**config.mk**
```make
export PLATFORM = sky130hd
export DESIGN_NAME = ppg_top
export DESIGN_NICKNAME = d
export VERILOG_FILES = /design/src/logic/ppg_pkg.sv /design/src/logic/ppg_top.sv
export SDC_FILE = /design/constraint.sdc
export NUM_CORES = 1
export LEC_CHECK = 0
export ABC_CLOCK_PERIOD_IN_PS = 16200
export BUFFER_PORTS_ARGS = -buffer_cell sky130_fd_sc_hd__buf_4
export CORE_AREA = 2 2 155 157
export CTS_CLUSTER_SIZE = 25
export DETAILED_ROUTE_END_ITERATION = 10
export DIE_AREA = 0 0 157 159
export PLACE_DENSITY = 0.81
export REMOVE_ABC_BUFFERS = 1
export SYNTH_ARGS = -nofsm -noshare
export SYNTH_HDL_FRONTEND = slang
export SYNTH_SLANG_ARGS = --single-unit
```
**constraint.sdc**
```tcl
create_clock -name clock -period 16.2 [get_ports clock]
set_input_delay 1.62 -clock clock [delete_from_list [all_inputs] [get_ports clock]]
set_output_delay 1.62 -clock clock [all_outputs]
set_load 0.1 [all_outputs]
```
**src/logic/ppg_pkg.sv**
```systemverilog
// Package for the parallel port GPIO block: register map and pin carriers
package ppg_pkg;
	localparam int PPG_LINES = 46;
	localparam int PPG_GRP = 16;
	// Printed offsets are not multiples of four: they are indices, byte address is index*4
	localparam logic [15:0] PPG_IDX_EN_LOW = 16'h4400;
	localparam logic [15:0] PPG_IDX_DIR_LOW = 16'h4401;
	localparam logic [15:0] PPG_IDX_VAL_LOW = 16'h4402;
	localparam logic [15:0] PPG_IDX_EN_MID = 16'h4403;
	localparam logic [15:0] PPG_IDX_DIR_MID = 16'h4404;
	localparam logic [15:0] PPG_IDX_VAL_MID = 16'h4405;
	localparam logic [15:0] PPG_IDX_EN_HIGH = 16'h4406;
	localparam logic [15:0] PPG_IDX_DIR_HIGH = 16'h4407;
	localparam logic [15:0] PPG_IDX_VAL_HIGH = 16'h4408;
	localparam logic [15:0] PPG_IDX_BUS_SEL = 16'h4409;
	localparam logic [15:0] PPG_EN_RESET = 16'h0000;
	localparam logic [15:0] PPG_DIR_RESET = 16'h0000;
	localparam logic PPG_MUX_RESET = 1'b0;
	localparam int PPG_MUX_BIT = 0;
	localparam logic PPG_MUX_GPIO = 1'b0;
	// Line positions of each pin group
	localparam int PPG_ADDR_BASE = 0;
	localparam int PPG_DATA_BASE = 4;
	localparam int PPG_CTRL_BASE = 20;
	localparam int PPG_HD_BASE = 36;
	localparam int PPG_HC0_LINE = 44;
	localparam int PPG_HC1_LINE = 45;

	typedef struct packed {
		logic [3:0] addr_hi;   // address pins 21..18
		logic [15:0] data_hi;  // data pins 31..16
		logic [15:0] ctrl;     // control pins 15..0
		logic [7:0] hd;        // host port data pins 7..0
		logic hc1;
		logic hc0;
	} ppg_pins_t;

	typedef struct packed {
		logic [31:0] haddr;
		logic [1:0] htrans;
		logic hwrite;
		logic [2:0] hsize;
		logic hsel;
	} ppg_ahb_req_t;
endpackage

```
**src/logic/ppg_top.sv**
```systemverilog
// Parallel port GPIO block with AHB-Lite register slave
//
// Functional notes
// Pins act as GPIO only while the bus-select mux field is 0.
// Enable 0 disables a line's output driver, enable 1 lets it drive.
// Direction picks whether the value bit is driven out or sampled in.
// Enable and direction both 1 make the line drive its value bit.
// Enable and direction both 0 make reads return the sampled pin level.
// Software keeps enable and direction equal; other pairs are unsupported.
// Full memory interface mode overrides the enable bits.
// Address pins 21..18 are lines 3..0 and data pins 31..16 lines 19..4.
// Control pins 0..15 are lines 20..35 in order.
// Host data pins 7..0 are lines 43..36, host controls lines 44 and 45.
// Enable, direction and value each have three 16-bit registers.
// Low enable register at index 4400h, lines 15..0, resets to zero.
// Low direction register at index 4401h, resets to input.
// Value registers hold sampled input or written output levels.
// Low value register at index 4402h, reset follows pin levels.
// Mid enable register at index 4403h, lines 31..16, resets to zero.
// An enable of 0 keeps the line's driver off.
`timescale 1ns/1ps
module ppg_top import ppg_pkg::*; (
	// Clock and reset
	input wire logic clock,
	input wire logic rst,
	// AHB-Lite slave
	input wire logic hsel,
	input wire logic [31:0] haddr,
	input wire logic [1:0] htrans,
	input wire logic hwrite,
	input wire logic [2:0] hsize,
	input wire logic [31:0] hwdata,
	input wire logic hready,
	output logic [31:0] hrdata,
	output logic hreadyout,
	output logic hresp,
	// Repurposed pins
	input wire ppg_pins_t pin_in,
	output ppg_pins_t pin_out,
	output ppg_pins_t pin_oe,
	// Mode, to the memory and host port logic
	output logic gpio_mode
);
	// ------------------------------------------------------------
	// Pin to line mapping
	// ------------------------------------------------------------
	logic [PPG_LINES-1:0] line_in;
	assign line_in[PPG_DATA_BASE-1:PPG_ADDR_BASE] = pin_in.addr_hi;
	assign line_in[PPG_CTRL_BASE-1:PPG_DATA_BASE] = pin_in.data_hi;
	assign line_in[PPG_HD_BASE-1:PPG_CTRL_BASE] = pin_in.ctrl;
	assign line_in[PPG_HC0_LINE-1:PPG_HD_BASE] = pin_in.hd;
	assign line_in[PPG_HC0_LINE] = pin_in.hc0;
	assign line_in[PPG_HC1_LINE] = pin_in.hc1;

	// ------------------------------------------------------------
	// Registers
	// ------------------------------------------------------------
	logic [3*PPG_GRP-1:0] en_q, en_d;
	logic [3*PPG_GRP-1:0] dir_q, dir_d;
	logic [3*PPG_GRP-1:0] val_q, val_d;
	logic mux_q, mux_d;
	logic seed_q;
	logic [3*PPG_GRP-1:0] line_in_w;
	logic [3*PPG_GRP-1:0] line_mask_w;
	logic gpio_on;

	assign line_in_w = {2'b00, line_in};
	// Lines 46 and 47 do not exist, so their control bits read back 0
	assign line_mask_w = {{(3*PPG_GRP-PPG_LINES){1'b0}}, {PPG_LINES{1'b1}}};
	assign gpio_on = (mux_q == PPG_MUX_GPIO);

	// ------------------------------------------------------------
	// AHB-Lite address phase capture
	// ------------------------------------------------------------
	logic wr_pend_q;
	logic [15:0] idx_q;
	logic addr_ok_w;
	logic take_w;
	logic [15:0] idx_w;

	assign take_w = hsel && hready && htrans[1];
	assign idx_w = haddr[17:2];
	// Only aligned whole-word transfers reach a register
	assign addr_ok_w = (haddr[1:0] == 2'b00) && (haddr[31:18] == 14'h0000) && (hsize == 3'h2);

	always_ff @(posedge clock or posedge rst) begin
		if (rst) begin
			wr_pend_q <= 1'b0;
			idx_q <= 16'h0000;
		end else begin
			wr_pend_q <= take_w && hwrite && addr_ok_w;
			idx_q <= addr_ok_w ? idx_w : 16'hffff;
		end
	end

	// ------------------------------------------------------------
	// Register decode
	// ------------------------------------------------------------
	logic [2:0] sel_en, sel_dir, sel_val;
	logic sel_mux;
	assign sel_en = {idx_q == PPG_IDX_EN_HIGH, idx_q == PPG_IDX_EN_MID, idx_q == PPG_IDX_EN_LOW}; // see
	assign sel_dir = {idx_q == PPG_IDX_DIR_HIGH, idx_q == PPG_IDX_DIR_MID, idx_q == PPG_IDX_DIR_LOW};
	assign sel_val = {idx_q == PPG_IDX_VAL_HIGH, idx_q == PPG_IDX_VAL_MID, idx_q == PPG_IDX_VAL_LOW};
	assign sel_mux = (idx_q == PPG_IDX_BUS_SEL);

	// Group write and input sampling, three 16-bit groups
	genvar g;
	generate
		for (g = 0; g < 3; g++) begin : grp
			logic [PPG_GRP-1:0] v_in;
			logic [PPG_GRP-1:0] dir_g;
			logic [PPG_GRP-1:0] hold_g;
			logic [PPG_GRP-1:0] wr_g;
			logic en_wr;
			logic dir_wr;
			logic val_wr;
			assign v_in = line_in_w[g*PPG_GRP +: PPG_GRP];
			assign dir_g = dir_q[g*PPG_GRP +: PPG_GRP];
			assign hold_g = val_q[g*PPG_GRP +: PPG_GRP];
			assign en_wr = wr_pend_q && sel_en[g];
			assign dir_wr = wr_pend_q && sel_dir[g];
			assign val_wr = wr_pend_q && sel_val[g];
			assign en_d[g*PPG_GRP +: PPG_GRP] = en_wr ? hwdata[PPG_GRP-1:0] : en_q[g*PPG_GRP +: PPG_GRP];
			assign dir_d[g*PPG_GRP +: PPG_GRP] = dir_wr ? hwdata[PPG_GRP-1:0] : dir_q[g*PPG_GRP +: PPG_GRP];
			// Input lines track the pin; output lines keep what software wrote
			assign wr_g = val_wr ? hwdata[PPG_GRP-1:0] : hold_g;
			assign val_d[g*PPG_GRP +: PPG_GRP] = !seed_q ? v_in : ((dir_g & wr_g) | (~dir_g & v_in)); // see
		end
	endgenerate

	assign mux_d = (wr_pend_q && sel_mux) ? hwdata[PPG_MUX_BIT] : mux_q;

	always_ff @(posedge clock or posedge rst) begin
		if (rst) begin
			en_q <= {3{PPG_EN_RESET}}; // see
			dir_q <= {3{PPG_DIR_RESET}};
			mux_q <= PPG_MUX_RESET;
		end else begin
			en_q <= en_d & line_mask_w;
			dir_q <= dir_d & line_mask_w;
			mux_q <= mux_d;
		end
	end

	// Value reset depends on pins, so it is seeded by a clocked load after release
	always_ff @(posedge clock or posedge rst) begin
		if (rst) begin
			seed_q <= 1'b0;
			val_q <= '0;
		end else begin
			seed_q <= 1'b1;
			val_q <= val_d;
		end
	end

	// ------------------------------------------------------------
	// Pin drivers
	// ------------------------------------------------------------
	logic [PPG_LINES-1:0] drv_oe_w, drv_out_w;
	// Enable alone gates the driver; the mux overrides it in memory mode
	assign drv_oe_w = gpio_on ? en_q[PPG_LINES-1:0] : '0; // see see
	assign drv_out_w = val_q[PPG_LINES-1:0];

	ppg_pins_t oe_w, out_w;
	assign oe_w = {drv_oe_w[PPG_DATA_BASE-1:0], drv_oe_w[PPG_CTRL_BASE-1:PPG_DATA_BASE],
		drv_oe_w[PPG_HD_BASE-1:PPG_CTRL_BASE], drv_oe_w[PPG_HC0_LINE-1:PPG_HD_BASE],
		drv_oe_w[PPG_HC1_LINE], drv_oe_w[PPG_HC0_LINE]}; // see see
	assign out_w = {drv_out_w[PPG_DATA_BASE-1:0], drv_out_w[PPG_CTRL_BASE-1:PPG_DATA_BASE],
		drv_out_w[PPG_HD_BASE-1:PPG_CTRL_BASE], drv_out_w[PPG_HC0_LINE-1:PPG_HD_BASE],
		drv_out_w[PPG_HC1_LINE], drv_out_w[PPG_HC0_LINE]};

	always_ff @(posedge clock or posedge rst) begin
		if (rst) begin
			pin_oe <= '0;
			pin_out <= '0;
			gpio_mode <= 1'b1;
		end else begin
			pin_oe <= oe_w;
			pin_out <= out_w;
			gpio_mode <= gpio_on;
		end
	end

	// ------------------------------------------------------------
	// Read data
	// ------------------------------------------------------------
	logic [15:0] rd_w;
	always_comb begin
		rd_w = 16'h0000;
		for (int k = 0; k < 3; k++) begin
			if (sel_en[k])
				rd_w = en_q[k*PPG_GRP +: PPG_GRP];
			if (sel_dir[k])
				rd_w = dir_q[k*PPG_GRP +: PPG_GRP];
			if (sel_val[k])
				rd_w = val_q[k*PPG_GRP +: PPG_GRP];
		end
		if (sel_mux)
			rd_w = {15'h0000, mux_q};
	end

	// ------------------------------------------------------------
	// Read handshake
	// ------------------------------------------------------------
	// One wait state lets read data come from a flop; writes never wait
	typedef enum logic [1:0] {
		BUS_IDLE = 2'b00,
		BUS_RD_WAIT = 2'b01,
		BUS_RD_DATA = 2'b11
	} ppg_bus_state_t;
	ppg_bus_state_t bus_q, bus_d;
	logic rd_take_w;
	logic rd_load_w;
	logic ready_d_w;
	assign rd_take_w = take_w && !hwrite;
	assign rd_load_w = (bus_q == BUS_RD_WAIT);
	assign ready_d_w = (bus_d != BUS_RD_WAIT);

	always_comb begin
		bus_d = bus_q;
		case (bus_q)
			BUS_IDLE: begin
				if (rd_take_w)
					bus_d = BUS_RD_WAIT;
			end
			BUS_RD_WAIT: begin
				bus_d = BUS_RD_DATA;
			end
			BUS_RD_DATA: begin
				bus_d = rd_take_w ? BUS_RD_WAIT : BUS_IDLE;
			end
			default: begin
				bus_d = BUS_IDLE;
			end
		endcase
	end

	always_ff @(posedge clock or posedge rst) begin
		if (rst) begin
			bus_q <= BUS_IDLE;
			hrdata <= 32'h00000000;
			hreadyout <= 1'b1;
			hresp <= 1'b0;
		end else begin
			bus_q <= bus_d;
			hreadyout <= ready_d_w;
			hresp <= 1'b0;
			if (rd_load_w)
				hrdata <= {16'h0000, rd_w};
		end
	end
endmodule

```
=== Word-level counts from Yosys, hierarchy flattened ===
Index checks and enable logic that the tools add are counted.

* Register bits after elaboration: 271
* Latch bits: 0
* Memory bits (writable): 0
* Memory bits (read-only): 0
* Output and inout port bits: 127
* Logic and storage cells: 96
* Memories: 0

* Add/sub/neg operators: 0
* Multiply operators: 0
* Divide/modulo/power cells: 0
* Order comparisons: 0
* Equality and inequality tests: 14
* Shift operators: 0
* Mux-type cells: 21
* Bitwise gates (word level): 13
* Reduce and logical (&&, ||, !) cells: 21

{| class="wikitable"
|+ Operators by type and width
! cell !! number
|-
| $mux 16 || 17
|-
| $eq 16x15->1 const B || 10
|-
| $and 16x16->16 || 4
|-
| $or 16x16->16 || 3
|-
| $mux 46 || 1
|-
| $not 16->16 || 2
|-
| $logic_and 1x1->1 || 17
|-
| $and 14x16->16 || 1
|-
| $and 16x14->16 || 1
|-
| $not 14->16 || 1
|-
| $logic_not 14->1 || 1
|-
| $pmux 2 s3 || 1
|-
| $logic_not 2->1 || 2
|-
| $eq 3x2->1 const B || 1
|-
| $eq 2x1->1 const B || 1
|-
| $eq 2x2->1 const B || 1
|-
| $mux 2 || 1
|-
| $ne 2x1->1 const B || 1
|-
| $logic_not 1->1 || 1
|-
| $mux 1 || 1
|-
| $not 1->1 || 1
|}

=== Logic depth before layout (Yosys ltp) ===
Gate-level depths: netlist of the first run.

* Depth in word-level cells: 11
* Gate-level depth with buffers: 8

=== Worst setup path after synthesis of the first run ===
OpenSTA, ideal clock, no wires.

* Path type: input to register
* Start point: input haddr[26]
* End point: register wr_pend_q
* Setup time: 0.088 ns
* Arrival: 3.279 ns
* Required time: 16.112 ns
* Slack: 12.833 ns
* Cell stages on the path: 5
* Path buffers: 1
* Cell sequence: nor4_1 nand4_1 nor4b_1 clkbuf_1 nor3b_1

* Word-level cells in the longest chain between the ends: 4

{| class="wikitable"
|+ Ends and longest elaborated chain
! what !! line !! RTL
|-
| start, declared || ppg_top.sv:28 || <nowiki>input wire logic [31:0] haddr,</nowiki>
|-
| $logic_not 14->1 || ppg_top.sv:84 || <nowiki>assign addr_ok_w = (haddr[1:0] == 2'b00) && (haddr[31:18] == 14'h0000) && (hsize == 3'h2);</nowiki>
|-
| $logic_and 1x1->1 (2 in a row) || ppg_top.sv:84 ||
|-
| $logic_and 1x1->1 || ppg_top.sv:91 || <nowiki>wr_pend_q <= take_w && hwrite && addr_ok_w;</nowiki>
|-
| end signal, assigned || ppg_top.sv:91 ||
|-
| end, declared || ppg_top.sv:75 || <nowiki>logic wr_pend_q;</nowiki>
|}

Every way passes these cells.
A chain may end at the register's enable or synchronous reset.

=== Worst setup path after layout of the first run ===
* Start point: register idx_q[5]
* End point: register dir_q[41]

* Word-level cells in the longest chain between the ends: 2

{| class="wikitable"
|+ Ends and longest elaborated chain
! what !! line !! RTL
|-
| start, declared || ppg_top.sv:76 || <nowiki>logic [15:0] idx_q;</nowiki>
|-
| start signal, assigned || ppg_top.sv:92 || <nowiki>idx_q <= addr_ok_w ? idx_w : 16'hffff;</nowiki>
|-
| $eq 16x15->1 || ppg_top.sv:102 || <nowiki>assign sel_dir = {idx_q == PPG_IDX_DIR_HIGH, idx_q == PPG_IDX_DIR_MID, idx_q == PPG_IDX_DIR_LOW};</nowiki>
|-
| $logic_and 1x1->1 || ppg_top.sv:121 || <nowiki>assign dir_wr = wr_pend_q && sel_dir[g];</nowiki>
|-
| end signal, assigned || ppg_top.sv:136 || <nowiki>dir_q <= {3{PPG_DIR_RESET}};</nowiki>
|-
| end signal, assigned || ppg_top.sv:140 || <nowiki>dir_q <= dir_d & line_mask_w;</nowiki>
|-
| end, declared || ppg_top.sv:59 || <nowiki>logic [3*PPG_GRP-1:0] dir_q, dir_d;</nowiki>
|}

Every way passes these cells.

==> impl_metrics.yaml, run 1 <==
clock_network:
  cts_tree: "done"
  path_clk_slew_ps: 60
  htree_num_levels: 1
  cts_hold_buf: 0
  cts.sinks: 269
  clkLatencyLatePin_ps: 530
  cts_buffers: 28
  post_cts_buffers: 0
  cts_buffer_depth: 3
  clockRootBuffer: "clkbuf_16"
  cts_resized: 0
logic_synthesis:
  synth_flop_cell: "dfrtp_1"
  synth_edf_count: 0
  postSynthAreaPerCell_um2: 12.81
  synth.area.top_cells: "dfrtp_1, mux2_2, mux2i_1"
  synth_top_area_share_pct: 58.39
  ys_ff_latch: 269
  syn_inst: 893
  syn_area_um2: 11440
  ys_seq_area_share_pct: 58.85
  synthArstFlopShare_pct: 100.0
  ys_warn_count: 0
  synth_cell_types: 60
  yosysTopAreaCell: "dfrtp_1"
route:
  drtPass1Iterations: 4
  wirelength_mm: 30.87
  num_vias: 8071
  drc_errors: 0
  wl_per_cell_um: 21.76
  vias_per_cell: 5.688
  drtIter0Drc: 577
  ant_nets: 0
floorplan:
  dieHeight_um: 159
  rows: 56
  die_area_um2: 24960
  die_width_um: 157
  start_util_pct: 49.34
  io_pins: 247
  design.core.area_um2: 23190
pwr:
  power.density_nw_per_um2: 115.7
  peakVddDrop_v: 0.00007499
  p_leak_nw: 6.547
cells_and_area:
  fin_area_um2: 14060
  syn_to_final_growth_pct: 22.85
  final_common_cell: "dfrtp_1"
  final_nets: 1201
  final_cell_mix: "dfrtp_1, buf_4, mux2_2"
  drive_above_1_share_pct: 36.09
  antenna_cells: 0
run:
  drv_cap: 0
min_path:
  hold_path.class: "flop to flop"
  min_to: "pin_out[7]"
  hold_depth: 0
worst_setup_path:
  reg2reg_from: "idx_q[5]"
  ff2ff_path_depth: 4
  start_kind: "flop"
  crit-reg2reg-capture: "dir_q[41]"
  worstSetupEndpointType: "flop"
  critPathKind: "flop to flop"
  rrSetupSlack_ps: 12540
  worstPathMaxFanout: 14
  arrival_ps: 4080
  cp_data_required_time_ps: 16610
sta:
  finalClockSkew_ps: 7.242
  period_needed_ps: 3662
  layout_worst_path_cycle_share_pct: 22.61
  hold_ws_ps: 397.3
  rsz0062_at_grt: "no"
  max_freq_mhz: 273.1
  fin_tns_setup_ps: 0
  setup_viol: 0
  relSlewSlack_pct: 25.09
  slew_viol_final: 0
  final-hold-violation-count: 0
  worst_pin_slew_ps: 1124
global_route:
  grt_max_degree: 136
  antenna_found_initial: 0
  grt_first_pass_wirelength_mm: 46.53
  grt_pass1_vias: 8059
  overflow: 0
  grt_util_all_layers_pct: 24.50
status:
  status: "completed"
place:
  place_area_um2: 13180
  port_buffers: 212
  place_hpwl_mm: 19.18
  place_congestion: 0.7900
## worst max-delay path by stage
stage          slack, ps                    endpoint  cells past startpoint  startpoint
2_1_floorplan       7170  asynchronous set/reset pin                      1         rst
3_3_place_gp       11960                    idx_q[0]                      4         rst
3_5_place_dp       11890                    idx_q[0]                      4         rst
4_1_cts            12450                    idx_q[0]                      4         rst
5_1_grt            12130                    idx_q[0]                      4         rst
6_report           12540                   dir_q[41]                      4    idx_q[5]
## area by class of cell
cell class                 instances  area [µm²]
fill                            1826        9135
tap                              319       399.1
clock inverter                     3       40.04
sequential                       269        6738
multi-input combinational        553        4340
inverter                           7       33.78
timing repair buffer             222        1667
clock buffer                      46       839.6
## per-layer routing
layer | part of all wire (%) | GRT usage (%) | vias up
met5 | 0 | 0 | -
met4 | 2.9 | 7.840 | 0
met3 | 6.3 | 4.273 | 58
met2 | 48 | 39.17 | 318
met1 | 43 | 34.21 | 4107
li1 | - | - | 3588
## synth_stat cells, drive strengths merged, types with 5 or more instances
master,n
dfrtp,267
mux2,98
a21oi,62
mux2i,55
nor2b,49
a31oi,46
clkbuf,45
buf,35
nand2,27
o21ai,26
nand2b,18
nand3,17
nor2,17
nor4,16
a22oi,15
or2,8
inv,7
and3,5
mux4,5
nor3,5
nor4b,5
o2111a,5
## power breakdown
part / internal [mW] / leakage (nW) / switching (mW) / total, mW
clock network: 0.366 / 0.429 / 0.249 / 0.615
logic: 0.0676 / 3.02 / 0.206 / 0.273
registers: 0.712 / 3.10 / 0.0275 / 0.739
total: 1.14 / 6.55 / 0.482 / 1.63
## worst max-delay path: stages (launching register included)
cell and delay [ps]:
dfrtp_1 370, or4_1 880, nor4_4 970, nand2_1 810, mux2_2 510
## through the flow
stage,cells,power [mW],setup WS (ps),util (%)
finish,1419,1.627,12540,60.61
global route,1419,1.681,12130,60.61
global placement,1370,1.018,11960,56.82
CTS,1419,1.638,12450,60.61
floorplan,829,0.9381,7173,-
detailed placement,1370,1.023,11890,56.82
## cells by family after synthesis
| group | share of synthesized area, % |
|---|---|
| AND/OR/NAND/NOR | 10.59 |
| AO/OA/AOI/OAI | 10.44 |
| adder cells (fa/ha/maj) | 0.08748 |
| multiplexers | 16.10 |
| buffers and inverters | 3.871 |
| flip-flops | 58.85 |
| other | 0.06563 |
Note: power is estimated with default switching activity, not from simulation.
==> run 2, diff against run 1 <==
--- a/config.mk
+++ b/config.mk
@@ -5,13 +5,13 @@
 export SDC_FILE = /design/constraint.sdc
 export NUM_CORES = 1
 export LEC_CHECK = 0
-export ABC_CLOCK_PERIOD_IN_PS = 16200
+export ABC_CLOCK_PERIOD_IN_PS = 3100
 export BUFFER_PORTS_ARGS = -buffer_cell sky130_fd_sc_hd__buf_4
-export CORE_AREA = 2 2 155 157
+export CORE_AREA = 2 2 156 158
 export CTS_CLUSTER_SIZE = 25
 export DETAILED_ROUTE_END_ITERATION = 10
-export DIE_AREA = 0 0 157 159
-export PLACE_DENSITY = 0.81
+export DIE_AREA = 0 0 158 160
+export PLACE_DENSITY = 0.83
 export REMOVE_ABC_BUFFERS = 1
 export SYNTH_ARGS = -nofsm -noshare
 export SYNTH_HDL_FRONTEND = slang
==> constraint.sdc (replaced) <==
create_clock -name clock -period 3.1 [get_ports clock]
set_input_delay 0.31 -clock clock [delete_from_list [all_inputs] [get_ports clock]]
set_output_delay 0.31 -clock clock [all_outputs]
set_load 0.1 [all_outputs]
==> impl_metrics.yaml, run 2 (synthesized netlist as in run 1, its figures left out) <==
cells_and_area:
  final_cell_mix: "dfrtp_1, buf_4, mux2_2"
  fin_util_pct: 60.73
  seqCellArea_um2: 6738
  drive_above_1_share_pct: 37.82
  multiInputGateArea_um2: 4340
  nFillCells: 1878
  final_common_cell: "dfrtp_1"
  stdcell_count: 1469
  final_nets: 1245
  syn_to_final_growth_pct: 26.42
  antenna_cells: 0
global_route:
  grt_util_all_layers_pct: 24.47
  use_met1_pct: 33.25
  grt_pass1_vias: 8481
  grt_first_pass_wirelength_mm: 47.29
  grt_util_met2_pct: 38.74
  gr-usage-met3_pct: 4.152
  overflow: 0
  grt_max_degree: 118
  busiest_layer: "met2"
  antenna_found_initial: 0
pwr:
  p_leak_nw: 6.761
  peakVddDrop_v: 0.0003129
  finalPower_mw: 8.526
  power.density_nw_per_um2: 589.4
place:
  pre_cts_slack_ps: 465.3
  placed_cells: 1404
  place_congestion: 0.8168
  port_buffers: 212
  place_hpwl_mm: 20.56
sta:
  rsz0062_at_grt: "no"
  finalClockSkew_ps: 18.92
  relSlewSlack_pct: 43.95
  period_needed_ps: 2686
  max_freq_mhz: 372.2
  setup_viol: 0
  slew_viol_final: 0
  worst_pin_slew_ps: 840.8
  timing.final.ws_setup_ps: 413.5
  layout_worst_path_cycle_share_pct: 86.66
  final-hold-violation-count: 0
  hold_ws_ps: 7.934
route:
  drtPass1Iterations: 5
  drtIter0Drc: 584
  num_vias: 8297
  wirelength_mm: 31.24
  vias_per_cell: 5.648
  wl_per_cell_um: 21.27
  ant_nets: 0
  drc_errors: 0
worst_setup_path:
  worstPathMaxFanout: 16
  start_kind: "flop"
  cp_data_required_time_ps: 3510
  worstSetupEndpointType: "flop"
  critPathKind: "flop to flop"
  arrival_ps: 3100
  ff2ff_path_depth: 5
clock_network:
  cts.sinks: 269
  clkLatencyLatePin_ps: 530
  htree_num_levels: 1
  cts_tree: "done"
  path_clk_slew_ps: 60
  cts_buffers: 27
  post_cts_buffers: 0
  cts_buffer_depth: 3
  clockRootBuffer: "clkbuf_16"
floorplan:
  design.core.area_um2: 23820
  die_area_um2: 25280
  start_util_pct: 48.04
  io_pins: 247
  dieHeight_um: 160
  rows: 57
  die_width_um: 158
run:
  drv_cap: 0
min_path:
  hold_depth: 2
  hold_path.class: "input pin to flop"
status:
  status: "completed"
run 2: changes by cell type in the layout (fill, tap and decap cells not counted), sizes merged:
| cell | delta |
|---|---|
| inv | +2 |
| clkinvlp | +3 |
| clkbuf | -11 |
| bufinv | +1 |
| dlygate4sd3 | +16 |
| clkinv | +5 |
| buf | +29 |
run 2: what timing repair did:
action                                 CTS  global route
hold buffers                            16             0
endpoints found under the hold margin   55             0
gates resized for setup                  0             0
run 2: path summary, 6_finish.rpt:
path	start	endpoint	slack (ps)
setup / recovery	idx_q[0]	dir_q[9]	410
hold / removal	haddr[3]	idx_q[1]	8
setup reg to reg	idx_q[0]	dir_q[9]	410
hold reg to reg	flop	pin_out[20]	400
max in group asynchronous	rst	asynchronous set/reset pin	1690
min in group asynchronous	rst	en_q[39]	490
run 2: final cells by class:
cell class              count  share of cell area (%)
repair buffers            267                   14.31
inverters                   7                  0.2335
flip-flops and latches    269                   46.58
well taps                 324                   2.803
clock buffers              35                   5.086
multi-input cells         553                   30.01
clock inverters            14                  0.9861
run 2: metal layers:
layer  share of wire [%]  up-vias
li1                    -     3669
met1                  41     4151
met2                  48      398
met3                 7.6       79
met4                 4.0        0
met5                   0        -
run 2: stage by stage:
step	setup TNS [ps]	area, µm²
after detailed placement	0	13430
final	0	14470
after global routing	0	14470
after floorplan	-1243000	11090
after CTS	0	14470
after global placement	0	13430
run 2: power by group:
group          total (mW)  internal, mW  switching, mW
clock network        3.21          1.85           1.35
logic                1.46         0.379           1.08
registers            3.86          3.72          0.140
total                8.53          5.95           2.58
run 2: worst max-delay path, cell delays in order (launching register included):
cell	delay [ps]
dfrtp_2	620
buf_4	370
nor2b_1	380
nand3_2	490
buf_4	390
mux2_2	290
